File: src/event_router_pkg.sv
// shared constants and types of the event channel router
package event_router_pkg;

  // register offsets and reset value
  localparam logic [7:0] OFF_MUX0  = 8'h00;
  localparam logic [7:0] OFF_CTRL0 = 8'h08;
  localparam logic [7:0] OFF_TRIG  = 8'h10;
  localparam logic [7:0] OFF_VALUE = 8'h11;
  localparam logic [7:0] RST_BYTE  = 8'h00;

  // control register fields
  localparam int FILT_LSB  = 0;
  localparam int QUAD_DECODE_ENABLE_BIT  = 3;
  localparam int INDEX_SOURCE_ENABLE_BIT = 4;
  localparam int IRM_LSB   = 5;
  localparam int RSVD_BIT  = 7;
  localparam logic [7:0] CTRL_MASK_QUAD  = 8'h7f;
  localparam logic [7:0] CTRL_MASK_PLAIN = 8'h07;

  // source code nibbles and pin code base
  localparam logic [3:0] NIB_PIN_LO = 4'h5;
  localparam logic [3:0] NIB_PIN_HI = 4'h7;
  localparam logic [3:0] NIB_PRESC  = 4'h8;
  localparam logic [3:0] NIB_TC_AB  = 4'hc;
  localparam logic [3:0] NIB_TC_D   = 4'hd;
  localparam logic [3:0] NIB_TC_E   = 4'he;
  localparam logic [3:0] NIB_TC_F   = 4'hf;
  localparam logic [7:0] PIN_BASE   = 8'h50;

  // sizes
  localparam int NUM_CH     = 4;
  localparam int NUM_TIMERS = 5;
  localparam int NUM_PINS   = 48;
  localparam int PRESC_W    = 16;
  localparam int NUM_LANES  = 6;

  typedef logic [NUM_TIMERS-1:0][7:0] timer_bank_t;

endpackage

File: src/filter_lanes_if.sv
// carrier between the router and its input filters
`timescale 1ns/1ps
interface filter_lanes_if #(parameter int LANES = 6);
  logic [LANES-1:0]      sample;
  logic [LANES-1:0][2:0] len;
  logic [LANES-1:0]      level;

  modport router (output sample, output len, input level);
  modport filter (input sample, input len, output level);
endinterface

File: src/event_channel_router.sv
// four-channel event router with filters, quadrature decode and manual events
//
// Design decision made here: the strobed register port.
`timescale 1ns/1ps

module event_channel_router (
  input  wire logic        core_clk,
  input  wire logic        rst,
  input  wire logic        ce,
  input  wire logic [7:0]  addr,
  input  wire logic [7:0]  write_data,
  input  wire logic        write_en,
  input  wire logic        read_en,
  output logic      [7:0]  read_data,
  input  wire logic [47:0] port_pin_event_source,
  input  wire logic [4:0]  timer_wrap_event,
  input  wire logic [4:0]  timer_fault_event,
  input  wire logic [4:0]  timer_match_a_event,
  input  wire logic [4:0]  timer_match_b_event,
  input  wire logic [4:0]  timer_match_c_event,
  input  wire logic [4:0]  timer_match_d_event,
  output logic      [3:0]  channel_event,
  output logic      [3:0]  channel_data,
  output logic      [1:0]  quad_step_up,
  output logic      [1:0]  quad_step_down,
  output logic      [1:0]  quad_index_event
);

  // ---------------------------------------------
  // source decoding
  // ---------------------------------------------
  function automatic logic route_source(
    input logic [7:0]                  code,
    input logic [47:0]                 pins,
    input logic [15:0]                 ticks,
    input event_router_pkg::timer_bank_t tev
  );
    logic [3:0] nib;
    logic [7:0] off;
    logic [2:0] tsel;
    logic       tok;
    nib  = code[7:4];
    off  = code - event_router_pkg::PIN_BASE;
    tsel = 3'h0;
    tok  = 1'b0;
    case (nib)
      event_router_pkg::NIB_TC_AB:
      begin
        tsel = {2'b00, code[3]};
        tok  = 1'b1;
      end
      event_router_pkg::NIB_TC_D:
      begin
        tsel = 3'h2;
        tok  = !code[3];
      end
      event_router_pkg::NIB_TC_E:
      begin
        tsel = 3'h3;
        tok  = !code[3];
      end
      event_router_pkg::NIB_TC_F:
      begin
        tsel = 3'h4;
        tok  = !code[3];
      end
      default:
      begin
        tsel = 3'h0;
        tok  = 1'b0;
      end
    endcase
    if (code[2:1] == 2'b01)
      tok = 1'b0;
    if (code[2:1] == 2'b11 && tsel == 3'h1)
      tok = 1'b0;
    route_source = 1'b0;
    if (nib >= event_router_pkg::NIB_PIN_LO && nib <= event_router_pkg::NIB_PIN_HI)
      route_source = pins[off[5:0]];
    else if (nib == event_router_pkg::NIB_PRESC)
      route_source = ticks[code[3:0]];
    else if (tok)
      route_source = tev[tsel][code[2:0]];
  endfunction

  // forward step when b leads a
  function automatic logic quad_forward(
    input logic [1:0] from_state,
    input logic [1:0] to_state
  );
    quad_forward = (from_state == 2'b00 && to_state == 2'b01) ||
                   (from_state == 2'b01 && to_state == 2'b11) ||
                   (from_state == 2'b11 && to_state == 2'b10) ||
                   (from_state == 2'b10 && to_state == 2'b00);
  endfunction

  // ---------------------------------------------
  // registers and state
  // ---------------------------------------------
  logic [3:0][7:0]               channel_source_select;
  logic [3:0][7:0]               channel_control;
  logic [7:0]                    manual_event_trigger;
  logic [7:0]                    manual_event_value;
  logic [event_router_pkg::PRESC_W-1:0] presc_cnt;
  logic [1:0][1:0]               phase_prev;

  event_router_pkg::timer_bank_t tev;
  logic [15:0]                   ticks;
  logic [3:0]                    raw_src;
  logic [1:0]                    raw_phase_b;
  logic [7:0]                    read_mux;
  logic                          trig_hit;
  logic [3:0]                    inject;
  logic [1:0][1:0]               phase_state;
  logic [1:0]                    step_fwd;
  logic [1:0]                    step_rev;
  logic [1:0]                    index_hit;

  filter_lanes_if #(.LANES(event_router_pkg::NUM_LANES)) lanes ();

  event_input_filter #(
    .LANES (event_router_pkg::NUM_LANES)
  ) u_filter (
    .core_clk (core_clk),
    .rst      (rst),
    .ce       (ce),
    .lanes    (lanes.filter)
  );

  // ---------------------------------------------
  // source selection
  // ---------------------------------------------
  for (genvar t = 0; t < event_router_pkg::NUM_TIMERS; t++)
  begin : g_tev
    assign tev[t] = {timer_match_d_event[t], timer_match_c_event[t],
                     timer_match_b_event[t], timer_match_a_event[t],
                     2'b00, timer_fault_event[t], timer_wrap_event[t]};
  end

  for (genvar m = 0; m < event_router_pkg::PRESC_W; m++)
  begin : g_tick
    if (m == 0)
    begin : g_full
      assign ticks[m] = 1'b1;
    end
    else
    begin : g_div
      assign ticks[m] = ~|presc_cnt[m-1:0];
    end
  end

  for (genvar c = 0; c < event_router_pkg::NUM_CH; c++)
  begin : g_ch
    assign raw_src[c] = route_source(channel_source_select[c],
                                     port_pin_event_source, ticks, tev);
    assign lanes.sample[c] = raw_src[c];
    assign lanes.len[c]    = channel_control[c][event_router_pkg::FILT_LSB +: 3];
  end

  // ---------------------------------------------
  // quadrature decoders on channels 0 and 2
  // ---------------------------------------------
  for (genvar d = 0; d < 2; d++)
  begin : g_quad
    assign raw_phase_b[d] = route_source({channel_source_select[2*d][7:3],
                                          channel_source_select[2*d][2:0] + 3'h1},
                                         port_pin_event_source, ticks, tev);
    assign lanes.sample[4+d] = raw_phase_b[d];
    assign lanes.len[4+d]    = channel_control[2*d][event_router_pkg::FILT_LSB +: 3];
    assign phase_state[d]    = {lanes.level[2*d], lanes.level[4+d]};
    assign step_fwd[d] = channel_control[2*d][event_router_pkg::QUAD_DECODE_ENABLE_BIT] &&
                         quad_forward(phase_prev[d], phase_state[d]);
    assign step_rev[d] = channel_control[2*d][event_router_pkg::QUAD_DECODE_ENABLE_BIT] &&
                         quad_forward(phase_state[d], phase_prev[d]);
    assign index_hit[d] = channel_control[2*d][event_router_pkg::INDEX_SOURCE_ENABLE_BIT] &&
                          lanes.level[2*d+1] &&
                          phase_state[d] == channel_control[2*d][event_router_pkg::IRM_LSB +: 2];
  end

  // ---------------------------------------------
  // register access decode
  // ---------------------------------------------
  assign trig_hit = ce && write_en && addr == event_router_pkg::OFF_TRIG;
  assign inject   = trig_hit ? (write_data[3:0] | manual_event_value[3:0]) : 4'h0;

  always_comb
  begin
    read_mux = 8'h00;
    for (int c = 0; c < event_router_pkg::NUM_CH; c++)
    begin
      if (addr == event_router_pkg::OFF_MUX0 + 8'(c))
        read_mux = channel_source_select[c];
      if (addr == event_router_pkg::OFF_CTRL0 + 8'(c))
        read_mux = channel_control[c];
    end
    if (addr == event_router_pkg::OFF_TRIG)
      read_mux = manual_event_trigger;
    if (addr == event_router_pkg::OFF_VALUE)
      read_mux = manual_event_value;
  end

  // ---------------------------------------------
  // register writes
  // ---------------------------------------------
  always_ff @(posedge core_clk)
  begin
    if (rst)
    begin
      channel_source_select <= '0;
      channel_control       <= '0;
      manual_event_trigger  <= event_router_pkg::RST_BYTE;
      manual_event_value    <= event_router_pkg::RST_BYTE;
    end
    else if (ce && write_en)
    begin
      for (int c = 0; c < event_router_pkg::NUM_CH; c++)
      begin
        if (addr == event_router_pkg::OFF_MUX0 + 8'(c))
          channel_source_select[c] <= write_data;
        if (addr == event_router_pkg::OFF_CTRL0 + 8'(c))
          channel_control[c] <= write_data & ((c % 2 == 0) ? event_router_pkg::CTRL_MASK_QUAD :
                                              event_router_pkg::CTRL_MASK_PLAIN);
      end
      if (addr == event_router_pkg::OFF_TRIG)
        manual_event_trigger <= write_data;
      if (addr == event_router_pkg::OFF_VALUE)
        manual_event_value <= write_data;
    end
  end

  // ---------------------------------------------
  // read data, prescaler, outputs
  // ---------------------------------------------
  always_ff @(posedge core_clk)
  begin
    if (rst)
      read_data <= 8'h00;
    else if (ce && read_en)
      read_data <= read_mux;
  end

  always_ff @(posedge core_clk)
  begin
    if (rst)
      presc_cnt <= '0;
    else if (ce)
      presc_cnt <= presc_cnt + 16'h0001;
  end

  always_ff @(posedge core_clk)
  begin
    if (rst)
    begin
      channel_event    <= 4'h0;
      channel_data     <= 4'h0;
      phase_prev       <= '0;
      quad_step_up     <= 2'b00;
      quad_step_down   <= 2'b00;
      quad_index_event <= 2'b00;
    end
    else if (ce)
    begin
      channel_event    <= lanes.level[3:0] | inject;
      channel_data     <= (inject & manual_event_value[3:0]) | (~inject & lanes.level[3:0]);
      phase_prev       <= phase_state;
      quad_step_up     <= step_fwd;
      quad_step_down   <= step_rev;
      quad_index_event <= index_hit;
    end
  end
endmodule

File: src/event_input_filter.sv
// per-lane sample filter: passes a level after len+1 equal samples
`timescale 1ns/1ps
module event_input_filter #(
  parameter int LANES = 6
) (
  input wire logic          core_clk,
  input wire logic          rst,
  input wire logic          ce,
  filter_lanes_if.filter    lanes
);

  logic [LANES-1:0]      prev;
  logic [LANES-1:0][2:0] run;
  logic [LANES-1:0][2:0] next_run;

  // ---------------------------------------------
  // run length state of all lanes, one process
  // ---------------------------------------------
  always_ff @(posedge core_clk)
  begin
    if (rst)
    begin
      prev        <= '0;
      run         <= '0;
      lanes.level <= '0;
    end
    else if (ce)
    begin
      prev <= lanes.sample;
      run  <= next_run;
      for (int i = 0; i < LANES; i++)
      begin
        if (next_run[i] >= lanes.len[i])
          lanes.level[i] <= lanes.sample[i];
      end
    end
  end

  for (genvar i = 0; i < LANES; i++)
  begin : g_lane
    // ---------------------------------------------
    // run length of equal samples
    // ---------------------------------------------
    assign next_run[i] = (lanes.sample[i] != prev[i]) ? 3'h0 :
                         (run[i] == 3'h7) ? run[i] : run[i] + 3'h1;

  end
endmodule

File: config.mk
export PLATFORM = sky130hd
export DESIGN_NAME = event_channel_router
export DESIGN_NICKNAME = d
export VERILOG_FILES = /design/src/event_router_pkg.sv /design/src/filter_lanes_if.sv /design/src/event_channel_router.sv /design/src/event_input_filter.sv
export SDC_FILE = /design/constraint.sdc
export NUM_CORES = 1
export LEC_CHECK = 0
export BUFFER_PORTS_ARGS = -buffer_cell sky130_fd_sc_hd__buf_2
export CAP_MARGIN = 20
export CELL_PAD_IN_SITES_DETAIL_PLACEMENT = 1
export CELL_PAD_IN_SITES_GLOBAL_PLACEMENT = 1
export CORE_MARGIN = 3
export CORE_UTILIZATION = 42
export CTS_CLUSTER_DIAMETER = 100
export DETAILED_ROUTE_END_ITERATION = 16
export PLACE_DENSITY_LB_ADDON = 0.15
export SYNTH_ARGS = -nofsm -noshare
export SYNTH_HDL_FRONTEND = slang
export SYNTH_SLANG_ARGS = --single-unit
File: constraint.sdc
create_clock -name core_clk -period 3.6 [get_ports core_clk]
set_clock_uncertainty 0.05 [all_clocks]
set_input_delay 0.36 -clock core_clk [delete_from_list [all_inputs] [get_ports core_clk]]
set_output_delay 0.36 -clock core_clk [all_outputs]
set_load 0.1 [all_outputs]
Yosys cells after proc, flatten, opt, wreduce, memory -nomap -nowiden
Cells that the tools add are included.

storage, ports and cells
  bits of input ports = 99
  flip-flop bits (word level) = 140
  logic and storage cells = 372

cells by class
  magnitude comparators = 36
  bitwise operators = 6
  eq/ne operators = 71
  add/sub/neg operators = 15
  muxes and demuxes = 105
  reduce and logical (&&, ||, !) cells = 107

operators by type and width
  cell                     number
  $mux W8                  14
  $bmux W8 S3              4
  $eq A4 B4 Y1 const B     20
  $mux W1                  48
  $pmux W3 S4              4
  $lt A6 B7 Y1 const B     6
  $lt A3 B4 Y1 const B     10
  $logic_and A1 B1 Y1      37
  $bmux W1 S6              6
  $mux W3                  12
  $sub A6 B5 Y6 const B    6
  $eq A8 B4 Y1 const B     4
  $reduce_and A2 Y1        16
  $lt A4 B5 Y1 const B     6
  $eq A2 B2 Y1 const B     14
  $add A3 B1 Y3 const B    8
  $bmux W1 S4              6
  $eq A2 B1 Y1 const B     10
  $logic_not A1 Y1         19
  $bmux W1 S3              6
  $eq A3 B3 Y1 const B     6
  $ge A3 B3 Y1             6
  $add A16 B1 Y16 const B  1
  $eq A8 B2 Y1 const B     2
  other kinds (29)         69

Logic depth before layout (Yosys ltp)
  depth after elaboration = 13
  depth in mapped cells = 19

Cells and area by module
Synthesis repeated with hierarchy kept, for this count alone.

second synthesis, totals
  cell total of the unflattened synthesis = 1342
  area, all modules = 11813.8 um^2

by module, submodules not included
  module                area an instance (um^2)  cells each  instances
  event_channel_router  9781.9                   1113        1
  event_input_filter    2031.9                   229         1

Worst setup path after synthesis
OpenSTA, ideal clock, no wires.

  path type = reg-to-reg
  start = reg channel_source_select[20] in the netlist's numbering
  end = reg u_filter.lanes.level[2]
  setup slack = -349 ps
  arrival time = 3814 ps
  path buffers = 1
  setup time = 86 ps
  cell stages (with the launch flop) = 19
  clock period less this slack = 3949 ps
  data required time = 3464 ps
  cells stage by stage = dfxtp_1 -> inv_1 -> ha_1 -> a21o_1 -> buf_2 -> mux2i_1 -> o2bb2ai_1 -> nor4_1 -> a2111oi_4 -> and3_1 -> or4_4 -> o21bai_1 -> ha_1 -> nand2b_1 -> a21oi_1 -> nor2b_1 -> o21ai_0 -> nor2_1 -> a211oi_1

on the way
  cells in the longest elaborated chain, start to end = 13
  elaborated cells between the ends (all ways) = 29
  those cells by class = add/sub (1); order compare (3); eq/ne (7); mux (14); reduce/logical (4)

RTL lines
  element                             RTL line                     source
  from (decl)                         event_channel_router.sv:100  logic [3:0][7:0] channel_source_select;
  from (signal, indexed assignment)   event_channel_router.sv:219  channel_source_select[c] <= write_data;
  $eq A4 B4 Y1                        event_channel_router.sv:46   case (nib)
  $pmux W3 S4                         event_channel_router.sv:46
  $bmux W8 S3                         event_channel_router.sv:83   route_source = tev[tsel][code[2:0]];
  $mux W8 (not written as such)       event_channel_router.sv:83
  $bmux W1 S3                         event_channel_router.sv:83
  $mux W1 (not written as such)       event_channel_router.sv:83
  $mux W1                             event_channel_router.sv:82   else if (tok)
  $mux W1                             event_channel_router.sv:80   else if (nib == event_router_pkg::NIB_PRESC)
  $mux W1 (*)                         event_channel_router.sv:78   if (nib >= event_router_pkg::NIB_PIN_LO && nib <= event_router_pkg::NIB_PIN_HI)
  $ne A1 B1 Y1                        event_input_filter.sv:44     assign next_run[i] = (lanes.sample[i] != prev[i]) ? 3'h0 :
  $mux W3                             event_input_filter.sv:44
  $ge A3 B3 Y1                        event_input_filter.sv:33     if (next_run[i] >= lanes.len[i])
  $reduce_and A2 Y1 (no source line)  n/a
  to (signal, indexed assignment)     event_input_filter.sv:34     lanes.level[i] <= lanes.sample[i];
  to (decl)                           filter_lanes_if.sv:9         modport filter (input sample, input len, output level);

Every way passes the cells marked *; elsewhere a longest branch is shown, timed or not. The select of a mux whose other input is x is not followed.
A chain may end at the register's enable or synchronous reset.

==> results.md <==
* Filler cell count at 3205
* Count of cell types in the netlist at slightly above 80
* HPWL Detailed at 38200 um
* Most repeated cell in the gate-level netlist after synthesis: nand2_1
* Avg Synthesized Cell Area at about 8.5 um2
* Worst endpoint required time at 3850 ps
* CTS root buf: clkbuf_16
* Dpl ws at -593 ps
* Grt peak-use layer: met2
* Launching instance or port of the critical path: channel_source_select[21]$_SDFFE_PP0P_
* Clock sink count at 139
* Cell Pwr Density at 273 nW/um2
* Via Count at 13.2k
* Share of Yosys cell area claimed by the top area cell type at 23.8%
* Area Overhead vs Synth at 38.0%
* Setup violation total in the final timing report at 6
* Die outline area at 29900 um2
* Number of flip-flops and latches in the synthesized netlist at 139
* Origin of the critical flop-to-flop path: channel_source_select[21]$_SDFFE_PP0P_
* Clock tree from TritonCTS: yes
* Time the final worst path needs with I/O delays and setup at approximately 4000 ps
* Met3 usage at a little under 10%
* Worst-path fanout max at 6
* Share of total power in the clock network at 45.5%
* First-pass GRT wire length at roughly 79000 um
* Switching power total at 1260 uW
* Total wirelength of the detailed-routed design at roughly 53000 um
* Finished Cell Area at between 15000 and 20000 um2
* Source-to-sink clock delay at the later pin of the worst-skew pair at 430 ps
* Worst-case vdd ir drop at 0.449 mV
* Combinational share of power at 17.9%
* Total number of nets in the final design at 1828
* Count of input and output buffers at 120
* Combined global-route utilization of all metal layers at ~33%
* Syn Std Cell Area at 11700 um2
* Number of pins with negative max-slew slack in the final report at 0
* Largest net degree at the start of global routing at 64
* Final Instance Count excl. Fillers at 2069
* Crit path kind: reg2reg
* Global routing usage on met1 at 43.9%
* Antenna-violating nets left at 0
* Outcome: finished with violations
* LEAKAGE at 0.00598 uW
* Max transition margin at 48.6%
* Critical Path Source Type: flip-flop
* Least-Margin Pin Slew at 770 ps
* Type of the worst min-delay path: in2reg
* CTS clock-pin slew for the worst setup and hold paths at 70 ps
* Data arrival time at the worst-slack endpoint at 4230 ps
* Antenna cell count at 0
* Buffer levels on the longest clock path at 2
* Min setup slack post-route at -382 ps
* Internal power consumption at 3150 uW
* Count of mapped cells out of synthesis at 1376
* Average wire per cell in the routed design at 25.5 um
* Hold_sp: write_data[7]
* Effective utilization at floorplan at 43.0%
* Avg Vias per Cell at 6.38
* Die width at 173 um
* Setup repair after global routing missed its margin: true
* Cell taking the most area after synthesis: dfxtp_1
* Sum of internal, switching and leakage power at 4410 uW
* Top area cells in the synthesized netlist: dfxtp_1 24%, mux4_2 18%, a21oi_1 6.6%
* Placed insts at 2008
* Top cells by count, synth: 195 x nand2_1, 154 x a21oi_1, 139 x dfxtp_1
* Sort of element at the end of the critical path: flip-flop
* Number of nets in the synthesized netlist at 1519
* Leftover overflow at the end of global routing at 0
* Sequential power share at a little over a third
* Routability congestion estimate from global placement at 0.963
* Initial DRC count at 1231
* Antenna violations before repair at 0
* Switching share of power at 28.7%
* Height of the die at 173 um
* Period utilisation layout at 111%
* Violated checks: negative setup slack
* Number of enable flip-flop cells after synthesis at 0
* Vias in the first global route at about 13k
* Number of buffers inserted during clock tree synthesis at 17
* Fraction of registers with async set/reset at 0%
* Maximum capacitance violations at 0
* Number of rows in the core area at 60
* Detailed-router iteration count before antenna repair at 5
* I/O pins at 121
* Placeable core region at 27200 um2
* Final-layout worst hold slack at 229 ps
* Met2 track utilization from global routing at a little over half
* YS warnings at 0
* Fmax achieved at 251 MHz
* Sequential cell area fraction in the yosys report at 23.8%
* Placement-stage cell area at roughly 14000 um2
* Hold Fails Final Rpt at 0
* CTS hold repair buffers at 0
* DRC viols at 0
* Most instantiated flip-flop cell in the synthesis netlist: dfxtp_1
* Fraction of final layout cells with drive strength greater than 1 at roughly 40%
* Htree depth at 4
metal layers:
metal | up-vias | part of all wire, %
li1 | 5793 | -
met1 | 6616 | 40
met2 | 653 | 46
met3 | 148 | 9.3
met4 | 0 | 4.0
met5 | - | 0
cells in the final DEF (no fill, tap or decap), types with 9 or more instances in the layout:
cell,synthesis,routed
mux2i_1,52,45
a311oi_1,10,9
ha_1,44,26
buf_2,18,118
buf_4,3,245
buf_12,0,13
mux4_2,93,93
ha_4,0,14
a21oi_2,1,16
nand4_1,10,10
nand2_1,195,195
dfxtp_2,0,9
clkbuf_16,0,17
or3_1,10,9
a21oi_1,154,134
nor2b_1,11,11
a21o_1,11,10
o21ai_0,64,61
inv_1,41,32
a211oi_1,32,28
o211ai_1,10,10
nand2b_1,24,17
nand3_1,50,49
dfxtp_1,139,123
nor2_1,106,97
a221oi_1,14,13
xor2_1,25,23
nor3_1,24,21
buf_6,6,12
logic make-up (layout without fill, tap and decap cells):
kind of cell	after synthesis	count (layout)	synth area share, %
AND/OR/NAND/NOR	477	477	18.8
AO/OA/AOI/OAI	382	382	21.4
multiplexers	155	155	23.3
buffers and inverters	143	464	5.36
flip-flops	139	139	23.8
adder cells (fa/ha/maj)	44	44	4.71
XOR/XNOR	36	36	2.70
cell type report:
type                       instances  area [um2]  area share [%]
clock buffer                      18         439            2.72
clock inverter                    13         213            1.32
inverter                          42         176            1.09
multi-input combinational       1094        9140            56.7
sequential                       139        2820            17.5
tap                              372         465            2.88
timing repair buffer             391        2880            17.9
path summary, 6_finish.rpt:
path                                     endpoint  slack [ps]  cells past startpoint
max          u_filter.lanes.level[2]$_SDFFE_PP0P_        -380                     18
min          manual_event_trigger[7]$_SDFFE_PP0P_         230                      3
max reg2reg  u_filter.lanes.level[2]$_SDFFE_PP0P_        -380                     18
min reg2reg             read_data[0]$_SDFFE_PP0P_         410                      2
metrics by stage:
step                      utilization [%]  TNS [ps]
after floorplan                         -     -44.3
after global placement               52.7     -1370
after detailed placement             52.7     -2220
after CTS                            57.7      -826
after global routing                 59.4     -2410
final                                59.4     -1580
power groups by stage:
| stage | sequential (uW) | clock [uW] | combinational [uW] |
|---|---|---|---|
| global route | 1620 | 2090 | 843 |
| finish | 1610 | 2010 | 790 |
| floorplan | 1710 | 0 | 345 |
| detailed placement | 1650 | 0 | 708 |
| global placement | 1650 | 0 | 680 |
| CTS | 1610 | 2030 | 742 |
state kept, by name, indices dropped and copies added (netlist names), 4 cells and up:
| name | flops |
|---|---|
| channel_control | 20 |
| channel_data | 4 |
| channel_event | 4 |
| channel_source_select | 32 |
| manual_event_trigger | 8 |
| manual_event_value | 8 |
| phase_prev | 4 |
| presc_cnt | 15 |
| read_data | 8 |
| u_filter.lanes.level | 6 |
| u_filter.prev | 6 |
| u_filter.run | 18 |
worst max-delay path, cell delays in order (launching register included):
cell	delay, ps
dfxtp_4	390
inv_4	50
ha_4	160
buf_4	140
nor3_4	240
nor2_4	100
a21oi_4	170
nor4_4	80
a2111oi_4	460
a211oi_2	140
or4_4	590
buf_4	180
nor2_2	150
ha_1	280
a21oi_1	170
nor2b_1	90
o21ai_2	180
buf_4	160
a211oi_2	50
repair_timing:
item,in CTS,in global routing
endpoints found under the setup margin,6,6
cloned,1,0
pin swaps,55,46
setup buffers,14,18
resized for setup,127,60
No activity file was read; power rests on OpenSTA's default activity.
